**config.mk**
```make
export PLATFORM = sky130hd
export DESIGN_NAME = oaie_operand_stage
export DESIGN_NICKNAME = d
export VERILOG_FILES = /design/src/core/oaie_pkg.sv /design/src/core/oaie_pfx_if.sv /design/src/core/oaie_operand_stage.sv /design/src/core/oaie_prefix_acc.sv
export SDC_FILE = /design/constraint.sdc
export NUM_CORES = 1
export LEC_CHECK = 0
export BUFFER_PORTS_ARGS = -buffer_cell sky130_fd_sc_hd__buf_2
export CORE_MARGIN = 1
export CORE_UTILIZATION = 57
export CTS_BUF_LIST = sky130_fd_sc_hd__clkbuf_2
export DETAILED_ROUTE_END_ITERATION = 8
export PLACE_DENSITY_LB_ADDON = 0.25
export SLEW_MARGIN = 20
export SYNTH_ARGS = -nofsm -noshare
export SYNTH_HDL_FRONTEND = slang
export SYNTH_SLANG_ARGS = --single-unit
```
**constraint.sdc**
```tcl
create_clock -name clock -period 6.4 [get_ports clock]
set_input_delay 0.96 -clock clock [delete_from_list [all_inputs] [get_ports clock]]
set_output_delay 0.96 -clock clock [all_outputs]
set_load 0.005 [all_outputs]
```
**src/core/oaie_pkg.sv**
```systemverilog
// Purpose: Shared encodings, field positions and reset values of the operand stage.
// Assumes: One 16-bit code word per cycle from fetch; register values arrive with it.
// Notes:   The code word layout below is the decoder's own packed form.
package oaie_pkg;
    typedef logic [31:0] oaie_word_t;
    typedef logic [15:0] oaie_code_t;
    typedef logic [12:0] oaie_pfx_t;
    typedef logic [1:0]  oaie_size_t;
    typedef logic [3:0]  oaie_reg_t;

    localparam int OAIE_OP_MSB    = 15;
    localparam int OAIE_OP_LSB    = 12;
    localparam int OAIE_PFX_MSB   = 12;
    localparam int OAIE_SIZE_MSB  = 11;
    localparam int OAIE_SIZE_LSB  = 10;
    localparam int OAIE_FLD_MSB   = 9;
    localparam int OAIE_FLD_LSB   = 4;
    localparam int OAIE_STORE_BIT = 9;
    localparam int OAIE_PINC_BIT  = 8;
    localparam int OAIE_RB_MSB    = 7;
    localparam int OAIE_RB_LSB    = 4;
    localparam int OAIE_RD_MSB    = 3;
    localparam int OAIE_RD_LSB    = 0;
    localparam int OAIE_CNT_MSB   = 7;
    localparam int OAIE_CNT_LSB   = 4;
    localparam int OAIE_BROFF_MSB = 7;
    localparam int OAIE_GRP_MSB   = 11;
    localparam int OAIE_GRP_LSB   = 10;
    localparam int OAIE_BOP_MSB   = 9;
    localparam int OAIE_BOP_LSB   = 8;
    localparam int OAIE_BITN_MSB  = 6;
    localparam int OAIE_BITN_LSB  = 4;
    localparam int OAIE_SDIR_BIT  = 9;
    localparam int OAIE_SSEL_MSB  = 5;
    localparam int OAIE_SSEL_LSB  = 4;

    localparam logic [2:0] OAIE_PFX_TAG = 3'h6;
    localparam logic [3:0] OAIE_OP_ADDI = 4'h0;
    localparam logic [3:0] OAIE_OP_SUBI = 4'h1;
    localparam logic [3:0] OAIE_OP_ANDI = 4'h2;
    localparam logic [3:0] OAIE_OP_ORI  = 4'h3;
    localparam logic [3:0] OAIE_OP_XORI = 4'h4;
    localparam logic [3:0] OAIE_OP_NOTI = 4'h5;
    localparam logic [3:0] OAIE_OP_CMPI = 4'h6;
    localparam logic [3:0] OAIE_OP_LDI  = 4'h7;
    localparam logic [3:0] OAIE_OP_SHI  = 4'h8;
    localparam logic [3:0] OAIE_OP_IND  = 4'h9;
    localparam logic [3:0] OAIE_OP_SPLD = 4'ha;
    localparam logic [3:0] OAIE_OP_SPST = 4'hb;
    localparam logic [3:0] OAIE_OP_BR   = 4'he;
    localparam logic [3:0] OAIE_OP_MISC = 4'hf;

    localparam logic [1:0] OAIE_GRP_BIT = 2'h0;
    localparam logic [1:0] OAIE_GRP_SPR = 2'h1;

    localparam oaie_size_t OAIE_SZ_BYTE = 2'h0;
    localparam oaie_size_t OAIE_SZ_HALF = 2'h1;
    localparam oaie_size_t OAIE_SZ_WORD = 2'h2;

    localparam logic [1:0] OAIE_SPR_PSR = 2'h0;
    localparam logic [1:0] OAIE_SPR_SP  = 2'h1;
    localparam logic [1:0] OAIE_SPR_ALR = 2'h2;
    localparam logic [1:0] OAIE_SPR_AHR = 2'h3;

    localparam logic [1:0] OAIE_PFX_NONE = 2'h0;
    localparam logic [1:0] OAIE_PFX_ONE  = 2'h1;
    localparam logic [1:0] OAIE_PFX_TWO  = 2'h2;

    localparam oaie_word_t OAIE_WORD_RST = 32'h0000_0000;
    localparam oaie_pfx_t  OAIE_PFX_RST  = 13'h0000;
endpackage

```
**src/core/oaie_pfx_if.sv**
```systemverilog
// Purpose: Carries pending prefix state from the accumulator to the decoder.
// Assumes: One clock domain.
// Notes:   The decoder pulses take on every non-prefix instruction it accepts.
interface oaie_pfx_if;
    logic [1:0]         count;
    oaie_pkg::oaie_pfx_t first;
    oaie_pkg::oaie_pfx_t second;
    logic               take;

    modport keep (output count, output first, output second, input take);
    modport dec  (input count, input first, input second, output take);
endinterface

```
**src/core/oaie_operand_stage.sv**
```systemverilog
// Purpose: Operand fetch and effective address stage for 16-bit code words.
// Assumes: base_val holds the register named by the base field, sp_val the stack pointer.
// Notes:   All results appear one cycle after the code word, for one cycle.
module oaie_operand_stage (
    input  wire logic                 clock,
    input  wire logic                 sys_rst,
    input  wire logic                 instr_valid,
    input  wire oaie_pkg::oaie_code_t instr,
    input  wire oaie_pkg::oaie_word_t pc_val,
    input  wire oaie_pkg::oaie_word_t base_val,
    input  wire oaie_pkg::oaie_word_t sp_val,
    output logic                      op_valid_r,
    output logic [3:0]                op_code_r,
    output logic                      imm_valid_r,
    output oaie_pkg::oaie_word_t      imm_r,
    output logic                      mem_req_r,
    output logic                      mem_write_r,
    output oaie_pkg::oaie_size_t      mem_size_r,
    output oaie_pkg::oaie_word_t      mem_addr_r,
    output oaie_pkg::oaie_reg_t       mem_reg_r,
    output logic                      bit_op_r,
    output logic [1:0]                bit_kind_r,
    output logic [2:0]                bit_num_r,
    output logic                      addr_err_r,
    output logic                      base_wb_en_r,
    output oaie_pkg::oaie_reg_t       base_wb_idx_r,
    output oaie_pkg::oaie_word_t      base_wb_val_r,
    output logic                      branch_en_r,
    output logic [3:0]                branch_cond_r,
    output oaie_pkg::oaie_word_t      branch_target_r,
    output logic                      spr_xfer_r,
    output logic                      spr_to_special_r,
    output logic [1:0]                spr_sel_r,
    output oaie_pkg::oaie_reg_t       spr_gpr_r
);
    import oaie_pkg::*;

    oaie_pfx_if pfx ();

    oaie_prefix_acc u_prefix (
        .clock       (clock),
        .sys_rst     (sys_rst),
        .instr_valid (instr_valid),
        .instr       (instr),
        .pfx         (pfx.keep)
    );

    function automatic oaie_word_t unsigned_imm(input logic [1:0] cnt, input oaie_pfx_t p1,
                                                input oaie_pfx_t p2, input logic [5:0] f);
        oaie_word_t v;
        v = {26'h0, f};
        if (cnt == OAIE_PFX_ONE) begin
            v = {13'h0, p1, f};
        end
        if (cnt == OAIE_PFX_TWO) begin
            v = {p1, p2, f};
        end
        return v;
    endfunction

    function automatic oaie_word_t signed_imm(input logic [1:0] cnt, input oaie_pfx_t p1,
                                              input oaie_pfx_t p2, input logic [5:0] f);
        oaie_word_t v;
        v = {{26{f[5]}}, f};
        if (cnt == OAIE_PFX_ONE) begin
            v = {{13{p1[12]}}, p1, f};
        end
        if (cnt == OAIE_PFX_TWO) begin
            v = {p1, p2, f};
        end
        return v;
    endfunction

    // Low bits of a prefixed stack displacement are forced aligned so that the
    // widened form can never produce a misaligned stack access.
    function automatic logic [5:0] aligned_low(input oaie_size_t sz, input logic [5:0] f);
        logic [5:0] v;
        v = f;
        if (sz == OAIE_SZ_HALF) begin
            v = {f[5:1], 1'b0};
        end else if (sz == OAIE_SZ_WORD) begin
            v = {f[5:2], 2'b00};
        end
        return v;
    endfunction

    function automatic oaie_word_t stack_disp(input logic [1:0] cnt, input oaie_pfx_t p1,
                                              input oaie_pfx_t p2, input oaie_size_t sz,
                                              input logic [5:0] f);
        oaie_word_t v;
        v = {26'h0, f};
        if (sz == OAIE_SZ_HALF) begin
            v = {25'h0, f, 1'b0};
        end else if (sz == OAIE_SZ_WORD) begin
            v = {24'h0, f, 2'b00};
        end
        if (cnt == OAIE_PFX_ONE) begin
            v = {13'h0, p1, aligned_low(sz, f)};
        end else if (cnt == OAIE_PFX_TWO) begin
            v = {p1, p2, aligned_low(sz, f)};
        end
        return v;
    endfunction

    function automatic oaie_word_t size_bytes(input oaie_size_t sz);
        oaie_word_t v;
        v = 32'h0000_0001;
        if (sz == OAIE_SZ_HALF) begin
            v = 32'h0000_0002;
        end else if (sz == OAIE_SZ_WORD) begin
            v = 32'h0000_0004;
        end
        return v;
    endfunction

    function automatic logic misaligned(input oaie_size_t sz, input oaie_word_t a);
        logic v;
        v = 1'b0;
        if (sz == OAIE_SZ_HALF) begin
            v = a[0];
        end else if (sz == OAIE_SZ_WORD) begin
            v = |a[1:0];
        end
        return v;
    endfunction

    logic [3:0]  op;
    logic [5:0]  fld;
    oaie_size_t  sz;
    logic [1:0]  cnt;
    oaie_word_t  disp;
    logic        is_prefix;
    logic        valid_nxt;
    logic        imm_valid_nxt;
    oaie_word_t  imm_nxt;
    logic        mem_req_nxt;
    logic        mem_write_nxt;
    oaie_size_t  mem_size_nxt;
    oaie_word_t  mem_addr_nxt;
    logic        bit_op_nxt;
    logic        err_nxt;
    logic        wb_en_nxt;
    oaie_word_t  wb_val_nxt;
    logic        br_en_nxt;
    oaie_word_t  br_target_nxt;
    logic        spr_nxt;

    assign op        = instr[OAIE_OP_MSB:OAIE_OP_LSB];
    assign fld       = instr[OAIE_FLD_MSB:OAIE_FLD_LSB];
    assign sz        = instr[OAIE_SIZE_MSB:OAIE_SIZE_LSB];
    assign cnt       = pfx.count;
    assign is_prefix = instr[OAIE_OP_MSB -: 3] == OAIE_PFX_TAG;

    assign pfx.take  = instr_valid && !is_prefix;

    always_comb begin
        valid_nxt     = instr_valid && !is_prefix;
        imm_valid_nxt = 1'b0;
        imm_nxt       = OAIE_WORD_RST;
        mem_req_nxt   = 1'b0;
        mem_write_nxt = 1'b0;
        mem_size_nxt  = OAIE_SZ_BYTE;
        mem_addr_nxt  = OAIE_WORD_RST;
        bit_op_nxt    = 1'b0;
        err_nxt       = 1'b0;
        wb_en_nxt     = 1'b0;
        wb_val_nxt    = OAIE_WORD_RST;
        br_en_nxt     = 1'b0;
        br_target_nxt = OAIE_WORD_RST;
        spr_nxt       = 1'b0;
        disp          = OAIE_WORD_RST;
        if (valid_nxt) begin
            // only listed forms read the prefix
            case (op)
                OAIE_OP_ADDI, OAIE_OP_SUBI: begin
                    imm_valid_nxt = 1'b1;
                    imm_nxt       = unsigned_imm(cnt, pfx.first, pfx.second, fld);
                end
                OAIE_OP_ANDI, OAIE_OP_ORI, OAIE_OP_XORI, OAIE_OP_NOTI, OAIE_OP_CMPI,
                OAIE_OP_LDI: begin
                    imm_valid_nxt = 1'b1;
                    imm_nxt       = signed_imm(cnt, pfx.first, pfx.second, fld);
                end
                OAIE_OP_SHI: begin
                    imm_valid_nxt = 1'b1;
                    imm_nxt       = {28'h0, instr[OAIE_CNT_MSB:OAIE_CNT_LSB]};
                end
                OAIE_OP_IND: begin
                    mem_req_nxt   = 1'b1;
                    mem_write_nxt = instr[OAIE_STORE_BIT];
                    mem_size_nxt  = sz;
                    if (instr[OAIE_PINC_BIT]) begin
                        mem_addr_nxt = base_val;
                        wb_en_nxt    = 1'b1;
                        wb_val_nxt   = base_val + size_bytes(sz);
                    end else begin
                        if (cnt == OAIE_PFX_ONE) begin
                            disp = {19'h0, pfx.first};
                        end else if (cnt == OAIE_PFX_TWO) begin
                            disp = {6'h0, pfx.first, pfx.second};
                        end
                        mem_addr_nxt = base_val + disp;
                    end
                    err_nxt = misaligned(sz, mem_addr_nxt);
                end
                OAIE_OP_SPLD, OAIE_OP_SPST: begin
                    mem_req_nxt   = 1'b1;
                    mem_write_nxt = op == OAIE_OP_SPST;
                    mem_size_nxt  = sz;
                    mem_addr_nxt  = sp_val + stack_disp(cnt, pfx.first, pfx.second, sz, fld);
                    err_nxt       = misaligned(sz, mem_addr_nxt);
                end
                OAIE_OP_BR: begin
                    br_en_nxt = 1'b1;
                    disp = {{23{instr[OAIE_BROFF_MSB]}}, instr[OAIE_BROFF_MSB:0], 1'b0};
                    if (cnt == OAIE_PFX_ONE) begin
                        disp = {{10{pfx.first[12]}}, pfx.first, instr[OAIE_BROFF_MSB:0], 1'b0};
                    end else if (cnt == OAIE_PFX_TWO) begin
                        disp = {pfx.first, pfx.second, instr[OAIE_BROFF_MSB:3], 1'b0};
                    end
                    br_target_nxt = pc_val + disp;
                end
                OAIE_OP_MISC: begin
                    if (instr[OAIE_GRP_MSB:OAIE_GRP_LSB] == OAIE_GRP_BIT) begin
                        // Bit operations act on one byte, so they never fault.
                        mem_req_nxt  = 1'b1;
                        bit_op_nxt   = 1'b1;
                        if (cnt == OAIE_PFX_ONE) begin
                            disp = {19'h0, pfx.first};
                        end else if (cnt == OAIE_PFX_TWO) begin
                            disp = {6'h0, pfx.first, pfx.second};
                        end
                        mem_addr_nxt = base_val + disp;
                    end else if (instr[OAIE_GRP_MSB:OAIE_GRP_LSB] == OAIE_GRP_SPR) begin
                        spr_nxt = 1'b1;
                    end
                end
                default: begin
                    valid_nxt = 1'b1;
                end
            endcase
        end
        if (err_nxt) begin
            mem_req_nxt = 1'b0;
            wb_en_nxt   = 1'b0;
        end
    end

    always_ff @(posedge clock or posedge sys_rst) begin
        if (sys_rst) begin
            op_valid_r  <= 1'b0;
            op_code_r   <= 4'h0;
            imm_valid_r <= 1'b0;
            imm_r       <= OAIE_WORD_RST;
        end else begin
            op_valid_r  <= valid_nxt;
            op_code_r   <= op;
            imm_valid_r <= imm_valid_nxt;
            imm_r       <= imm_nxt;
        end
    end

    always_ff @(posedge clock or posedge sys_rst) begin
        if (sys_rst) begin
            mem_req_r   <= 1'b0;
            mem_write_r <= 1'b0;
            mem_size_r  <= OAIE_SZ_BYTE;
            mem_addr_r  <= OAIE_WORD_RST;
            mem_reg_r   <= 4'h0;
            bit_op_r    <= 1'b0;
            bit_kind_r  <= 2'h0;
            bit_num_r   <= 3'h0;
            addr_err_r  <= 1'b0;
        end else begin
            mem_req_r   <= mem_req_nxt;
            mem_write_r <= mem_write_nxt;
            mem_size_r  <= mem_size_nxt;
            mem_addr_r  <= mem_addr_nxt;
            mem_reg_r   <= instr[OAIE_RD_MSB:OAIE_RD_LSB];
            bit_op_r    <= bit_op_nxt;
            bit_kind_r  <= instr[OAIE_BOP_MSB:OAIE_BOP_LSB];
            bit_num_r   <= instr[OAIE_BITN_MSB:OAIE_BITN_LSB];
            addr_err_r  <= err_nxt;
        end
    end

    always_ff @(posedge clock or posedge sys_rst) begin
        if (sys_rst) begin
            base_wb_en_r  <= 1'b0;
            base_wb_idx_r <= 4'h0;
            base_wb_val_r <= OAIE_WORD_RST;
        end else begin
            base_wb_en_r  <= wb_en_nxt;
            base_wb_idx_r <= instr[OAIE_RB_MSB:OAIE_RB_LSB];
            base_wb_val_r <= wb_val_nxt;
        end
    end

    always_ff @(posedge clock or posedge sys_rst) begin
        if (sys_rst) begin
            branch_en_r     <= 1'b0;
            branch_cond_r   <= 4'h0;
            branch_target_r <= OAIE_WORD_RST;
        end else begin
            branch_en_r     <= br_en_nxt;
            branch_cond_r   <= instr[OAIE_SIZE_MSB:OAIE_SIZE_LSB - 2];
            branch_target_r <= br_target_nxt;
        end
    end

    always_ff @(posedge clock or posedge sys_rst) begin
        if (sys_rst) begin
            spr_xfer_r       <= 1'b0;
            spr_to_special_r <= 1'b0;
            spr_sel_r        <= OAIE_SPR_PSR;
            spr_gpr_r        <= 4'h0;
        end else begin
            spr_xfer_r       <= spr_nxt;
            spr_to_special_r <= instr[OAIE_SDIR_BIT];
            spr_sel_r        <= instr[OAIE_SSEL_MSB:OAIE_SSEL_LSB];
            spr_gpr_r        <= instr[OAIE_RD_MSB:OAIE_RD_LSB];
        end
    end
endmodule

```
**src/core/oaie_prefix_acc.sv**
```systemverilog
// Purpose: Holds the prefix immediates that widen the next instruction.
// Assumes: Code words arrive one per cycle with instr_valid.
// Notes:   A run of prefixes keeps the first and overwrites the second slot.
module oaie_prefix_acc (
    input  wire logic             clock,
    input  wire logic             sys_rst,
    input  wire logic             instr_valid,
    input  wire oaie_pkg::oaie_code_t instr,
    oaie_pfx_if.keep              pfx
);
    import oaie_pkg::*;

    logic is_prefix;

    assign is_prefix = instr_valid && (instr[OAIE_OP_MSB -: 3] == OAIE_PFX_TAG);

    always_ff @(posedge clock or posedge sys_rst) begin
        if (sys_rst) begin
            pfx.count  <= OAIE_PFX_NONE;
            pfx.first  <= OAIE_PFX_RST;
            pfx.second <= OAIE_PFX_RST;
        end else if (is_prefix) begin
            if (pfx.count == OAIE_PFX_NONE) begin
                pfx.first <= instr[OAIE_PFX_MSB:0];
                pfx.count <= OAIE_PFX_ONE;
            end else begin
                pfx.second <= instr[OAIE_PFX_MSB:0];
                pfx.count  <= OAIE_PFX_TWO;
            end
        end else if (pfx.take) begin
            pfx.count <= OAIE_PFX_NONE;
        end
    end
endmodule

```
; ---- Yosys cells after proc, flatten, opt, wreduce, memory -nomap -nowiden
; Index checks and enable logic that the tools add are counted.
; Widths: inputs -> output; s select.
[word_totals]
mem_bits_rw = 0
latchBits = 0
memories = 0
in_bits = 115
rom_bits = 0
ff_bits = 191
elab_cells = 139
[op_classes]
n_mul = 0
addsub = 5
div_mod_pow = 0
shift = 0
eq_ne = 18
muxes = 74
bitwise = 1
n_reduce_logical = 16
n_lt_le_gt_ge = 0
[ops]
columns = op, count
row1 = $mux 32, 31
row2 = $pmux 32 s3, 2
row3 = $add 32x32->32, 5
row4 = $mux 26, 2
row5 = $eq 4x4->1 const B, 6
row6 = $mux 1, 24
row7 = $mux 19, 1
row8 = $eq 4x3->1 const B, 4
row9 = $mux 8, 2
row10 = $mux 2, 7
row11 = $reduce_or 9->1, 1
row12 = $eq 4x2->1 const B, 2
row13 = $reduce_or 2->1, 4
row14 = $mux 3, 2
row15 = $pmux 1 s2, 3
row16 = $reduce_or 6->1, 1
row17 = $eq 2x1->1 const B, 2
row18 = $eq 2x2->1 const B, 2
row19 = $eq 4x1->1 const B, 1
row20 = $logic_not 2->1, 2
row21 = $logic_not 4->1, 1
row22 = $reduce_and 2->1, 2
row23 = $eq 3x3->1 const B, 1
row24 = $reduce_or 3->1, 1
row25 = other kinds (4), 5

; ---- Logic depth before layout (Yosys ltp)
[logic_depth]
ltp_word = 16
mapped_depth = 20
ltp_nobuf = 17

; ---- Hierarchy
; A second synthesis with hierarchy kept.
[unflattened]
hier_cells = 1420
area_unflattened_um2 = 12663.4
[by_module_without_submodules]
columns = module, n_inst, seq_area_each_um2, cells_each, area_per_inst_um2
row1 = oaie_operand_stage, 1, 3878.7, 1354, 11581.1
row2 = oaie_prefix_acc, 1, 700.7, 66, 1082.3

; ---- Worst setup path before layout
; Ideal clock, no wire load.
[synth_path]
kind = input to register
startpoint = in instr[11]
endpoint = reg mem_addr_r[29]
required_ns = 6.318
path_slack_ns = 2.088
n_path_buf = 1
setup_ns = 0.082
arrival_ns = 4.230
cell_stages = 16
path_cell_list = inv_1 > ha_1 > clkbuf_1 > o21ai_0 > a32o_1 > ha_1 > a21o_1 > a21o_1 > a31o_2 > o311ai_2 > o31ai_1 > o2111ai_1 > nand2_2 > a21oi_2 > mux2_4 > a31oi_1
[synth_between]
elab_chain_len = 10
[synth_lines]
columns = element, line_no
row1 = start: declaration, oaie_operand_stage.sv:8  ; input wire oaie_pkg::oaie_code_t instr,
row2 = $eq 2x2->1, "oaie_operand_stage.sv:81, oaie_operand_stage.sv:94"
row3 = $mux 8 / $mux 2 (equally long branches), "oaie_operand_stage.sv:94, oaie_operand_stage.sv:81"
row4 = $mux 8 / $mux 2 (equally long branches), "oaie_operand_stage.sv:92, oaie_operand_stage.sv:79"
row5 = $mux 32, oaie_operand_stage.sv:99  ; end else if (cnt == OAIE_PFX_TWO) begin
row6 = $mux 32, oaie_operand_stage.sv:97  ; if (cnt == OAIE_PFX_ONE) begin
row7 = $mux 32, oaie_operand_stage.sv:174  ; case (op)
row8 = $mux 32, oaie_operand_stage.sv:172  ; if (valid_nxt) begin
row9 = $add 32x32->32, oaie_operand_stage.sv:210  ; mem_addr_nxt = sp_val + stack_disp(cnt, pfx.first, pfx.second, sz, fld);
row10 = $pmux 32 s3 (*), oaie_operand_stage.sv:174
row11 = $mux 32 (*), oaie_operand_stage.sv:172
row12 = net mem_addr_nxt[29], oaie_operand_stage.sv:139  ; oaie_word_t mem_addr_nxt;
row13 = end signal: assignment, oaie_operand_stage.sv:278  ; mem_addr_r <= mem_addr_nxt;
row14 = end: declaration, oaie_operand_stage.sv:19  ; output oaie_pkg::oaie_word_t mem_addr_r,
; The timed path passes the listed nets; every way through them passes the cells marked *. The select of a mux whose other input is x is not followed.
; A chain may end at the register's enable or synchronous reset.

; ---- Worst setup path after layout
[layout_path]
startpoint = reg u_prefix.pfx.count[1]
endpoint = reg mem_addr_r[29]
[layout_between]
elab_chain_len = 12
[layout_lines]
columns = element, line_no
row1 = start: declaration, oaie_pfx_if.sv:10  ; modport keep (output count, output first, output second, input take);
row2 = start signal: assignment, oaie_prefix_acc.sv:19  ; pfx.count <= OAIE_PFX_NONE;
row3 = start signal: assignment, oaie_prefix_acc.sv:25  ; pfx.count <= OAIE_PFX_ONE;
row4 = start signal: assignment, oaie_prefix_acc.sv:28  ; pfx.count <= OAIE_PFX_TWO;
row5 = $eq 2x2->1, "oaie_operand_stage.sv:99, oaie_operand_stage.sv:199, oaie_operand_stage.sv:230"
row6 = $mux 26, "oaie_operand_stage.sv:199, oaie_operand_stage.sv:230"
row7 = $mux 26, oaie_operand_stage.sv:228  ; if (cnt == OAIE_PFX_ONE) begin
row8 = $mux 32, oaie_operand_stage.sv:192  ; if (instr[OAIE_PINC_BIT]) begin
row9 = $mux 32, oaie_operand_stage.sv:174
row10 = $mux 32, oaie_operand_stage.sv:172
row11 = $add 32x32->32, oaie_operand_stage.sv:202  ; mem_addr_nxt = base_val + disp;
row12 = $mux 32, oaie_operand_stage.sv:192
row13 = $mux 32, oaie_operand_stage.sv:174
row14 = $mux 32, oaie_operand_stage.sv:172
row15 = $pmux 32 s3 (*), oaie_operand_stage.sv:174
row16 = $mux 32 (*), oaie_operand_stage.sv:172
row17 = net mem_addr_nxt[29], oaie_operand_stage.sv:139
; Marks and branches as above.

==> metrics.md <==
| Metric | Value |
|---|---|
| Status | `complete, no violations` |
| Total die area | `22900 um^2` |
| Hold buffer count at cts | `0` |
| Vias in the first global route | `11300` |
| Pleak | `7.61 nW` |
| DP HPWL | `30.1 mm` |
| Layout cells sized above 1 | `22.9%` |
| Fin area | `14500 um^2` |
| IO Count | `282` |
| Met3 usage | `6.29%` |
| Worst setup EP type | `register` |
| Chip height | `151 um` |
| Gr busiest metal | `met2` |
| Seq/Total Area, Yosys | `36.0%` |
| Syn Inst Count | `1450` |
| Critical path required time | `7180 ps` |
| Worst slew pin tran | `972 ps` |
| DRC viols | `0` |
| Crit Path Category | `reg -> reg` |
| Antenna Nets Post-Route | `0` |
| Slew HR | `35.2%` |
| CP Max Fanout | `23` |
| CTS tree | `built` |
| Grt met1 use | `49.0%` |
| Final TNS setup | `0 ps` |
| Leading cell type in the layout, fill and taps excluded | `buf_2` |
| Nets@finish | `1893` |
| Routed vias/inst | `6.13` |
| Gates resized, CTS repair | `0` |
| Area growth from synthesis to layout | `14.0%` |
| Number of synthesized flops with an enable pin | `0` |
| PortBufs | `281` |
| Max-cap violations | `0` |
| Top-area cell type share of the netlist area | `36.0%` |
| Final wirelength | `39.3 mm` |
| DR WL/cell | `19.9 um` |
| Largest cells by area after synthesis | `dfrtp_1, ha_1, nor2_1, nand2_1, a21oi_1` |
| Core area | `21900 um^2` |
| Asr flop ratio synth | `100%` |
| Cell Rows | `54` |
| Largest area contributor in the netlist | `dfrtp_1` |
| First-pass GRT wire length | `61.2 mm` |
| Initial Util | `58.2%` |
| Clock-pin slew on the worst setup and hold paths | `330 ps` |
| GR Util met2 | `54.6%` |
| Synth Warn # | `0` |
| Fmax achieved | `200 MHz` |
| Chip Width | `151 um` |
| Num CTS Buffers | `17` |
| Crit path from | `u_prefix.pfx.count[1]$_DFFE_PP0P_` |
| Complex-gate fraction of the synthesized area | `21.9%` |
| RSZ-0062 raised after global routing | `false` |
| Seq cells post-synth | `183` |
| Maximum clock insertion buffer count | `2` |
| Final RePlAce weighted congestion | `0.982` |
| WP data arrival | `5780 ps` |
| Tcrit/Tclk final | `78.2%` |
| Total GRT Usage | `35.0%` |
| Slew Limit Fails | `0` |
| Worst-skew pair later-pin latency | `840 ps` |
| Routed via count | `12100` |
| Main combinational cell family by area after synthesis | `compound AO/OA/AOI/OAI gates` |
| Initial antenna violation count | `1` |
| Clock Skew | `54.9 ps` |
| Post-synthesis cell area | `12700 um^2` |
| Setup violators final | `0` |
| Initial DRC Count | `1194` |
| Post-synthesis adder-cell area fraction | `9.86%` |
| Simple-Gate Fraction of Synth Area | `18.9%` |
| Synth Flop Type | `dfrtp_1` |
| Post-CTS Setup Repair Bufs | `0` |
| # clock sinks | `183` |
| Placed cell areas | `14200 um^2` |
| Commonest cells after routing, fill and taps aside | `buf_2, dfrtp_1, nor2_1` |
| Peak VDD IR | `0.000136 V` |
| Reg2reg start | `u_prefix.pfx.count[1]$_DFFE_PP0P_` |
| CTS root buf | `clkbuf_2` |
| Grt ovf | `0` |
| Final Hold Fails | `0` |
| Mux cell area share after synthesis | `2.56%` |
| Synth Area per Inst | `8.78 um^2` |
| Pin count of the biggest net entering global routing | `118` |
| Power Density | `194 nW/um^2` |
| Synth Area in XOR/XNOR | `6.81%` |
| Hold WC Path Type | `in -> async` |
| Yosys cell types | `96` |
| CP Launch Type | `register` |
| Final Critical Period | `5010 ps` |
| H-tree level count | `4` |
| Drt first pass iters | `6` |
| Post-Syn Nets | `1662` |
==> logic make-up after synthesis <==
family          Yosys count
simple gates            520
compound gates          403
flops                   183
buf+inv                 118
xor+xnor                 99
fa+ha+maj                98
mux                      29
==> area by class of cell <==
class                           instances  area (um^2)
Antenna cell                            2         5.00
Clock buffer                           17         85.1
Clock inverter                         15          211
Fill cell                            1912         7370
Inverter                               37          146
Multi-Input combinational cell       1149         7650
Sequential cell                       183         4580
Tap cell                              280          350
Timing Repair Buffer                  293         1500
==> per-layer routing <==
metal  share of wire, %  routed length [um]
met3                9.8                3870
met4                2.6                1010
met1                 42               16600
met2                 45               17900
met5                  0                   0
==> metrics by stage <==
step	std cells	util, %	worst slack, ps	hold WS [ps]	total power, mW
after floorplan	1450	-	468	504	1.86
after global placement	1942	65.0	1570	527	2.11
after detailed placement	1942	65.0	1400	542	2.12
after CTS	1974	66.3	1520	195	2.81
after global routing	1975	66.3	1130	158	2.96
final	1976	66.3	1390	164	2.82
==> flip-flops by register name, indices dropped and copies added (netlist names) <==
register and cells:
mem_write_r 1, mem_size_r 2, imm_r 32, branch_target_r 32
base_wb_val_r 32, spr_xfer_r 1, u_prefix.pfx.second 13, u_prefix.pfx.first 13
spr_sel_r 1, base_wb_en_r 1, spr_gpr_r 4, mem_addr_r 32
addr_err_r 1, base_wb_idx_r 3, bit_op_r 1, branch_en_r 1
imm_valid_r 1, op_valid_r 1, u_prefix.pfx.count 2, branch_cond_r 4
op_code_r 4, mem_req_r 1
==> critical path, cell delays in order (launching register included) <==
cell       delay, ps
dfrtp_1          850
inv_1            290
nand2_1          440
nand2_1          360
nand2_1          150
o21ai_0           90
a32o_1           270
ha_1             290
a21o_1           160
a21o_1           210
a31o_2           290
o311ai_2         430
o31ai_1          140
o2111ai_1        260
nand2_2          110
a21oi_2          170
mux2_4           300
a31oi_1          150
==> power breakdown <==
part           total, mW  switching (mW)  internal [mW]
Sequential          1.32          0.0994           1.22
Combinational      0.811           0.483          0.328
Clock              0.694           0.541          0.154
==> Yosys cell counts, drive strengths merged (23+ instances only) <==
library cell / number
nor2: 169
nor3: 23
nand3: 36
mux2: 25
nand2: 167
inv: 37
a22oi: 23
clkbuf: 53
xnor2: 51
o21ai: 86
a21o: 47
xor2: 48
and2: 25
ha: 93
buf: 28
a21oi: 98
dfrtp: 183
==> final timing paths <==
check                                                      to  slack (ps)  cells after the start
max                                  mem_addr_r[29]$_DFF_PP0_        1390                     17
min                               base_wb_val_r[26]$_DFF_PP0_         160                      2
max reg2reg                          mem_addr_r[29]$_DFF_PP0_        1390                     17
min reg2reg                u_prefix.pfx.second[3]$_DFFE_PP0P_         610                      1
max in group asynchronous              spr_gpr_r[0]$_DFF_PP0_        4770                      3
min in group clock                     spr_gpr_r[1]$_DFF_PP0_         220                      1
Note: power is estimated with default switching activity, not from simulation.
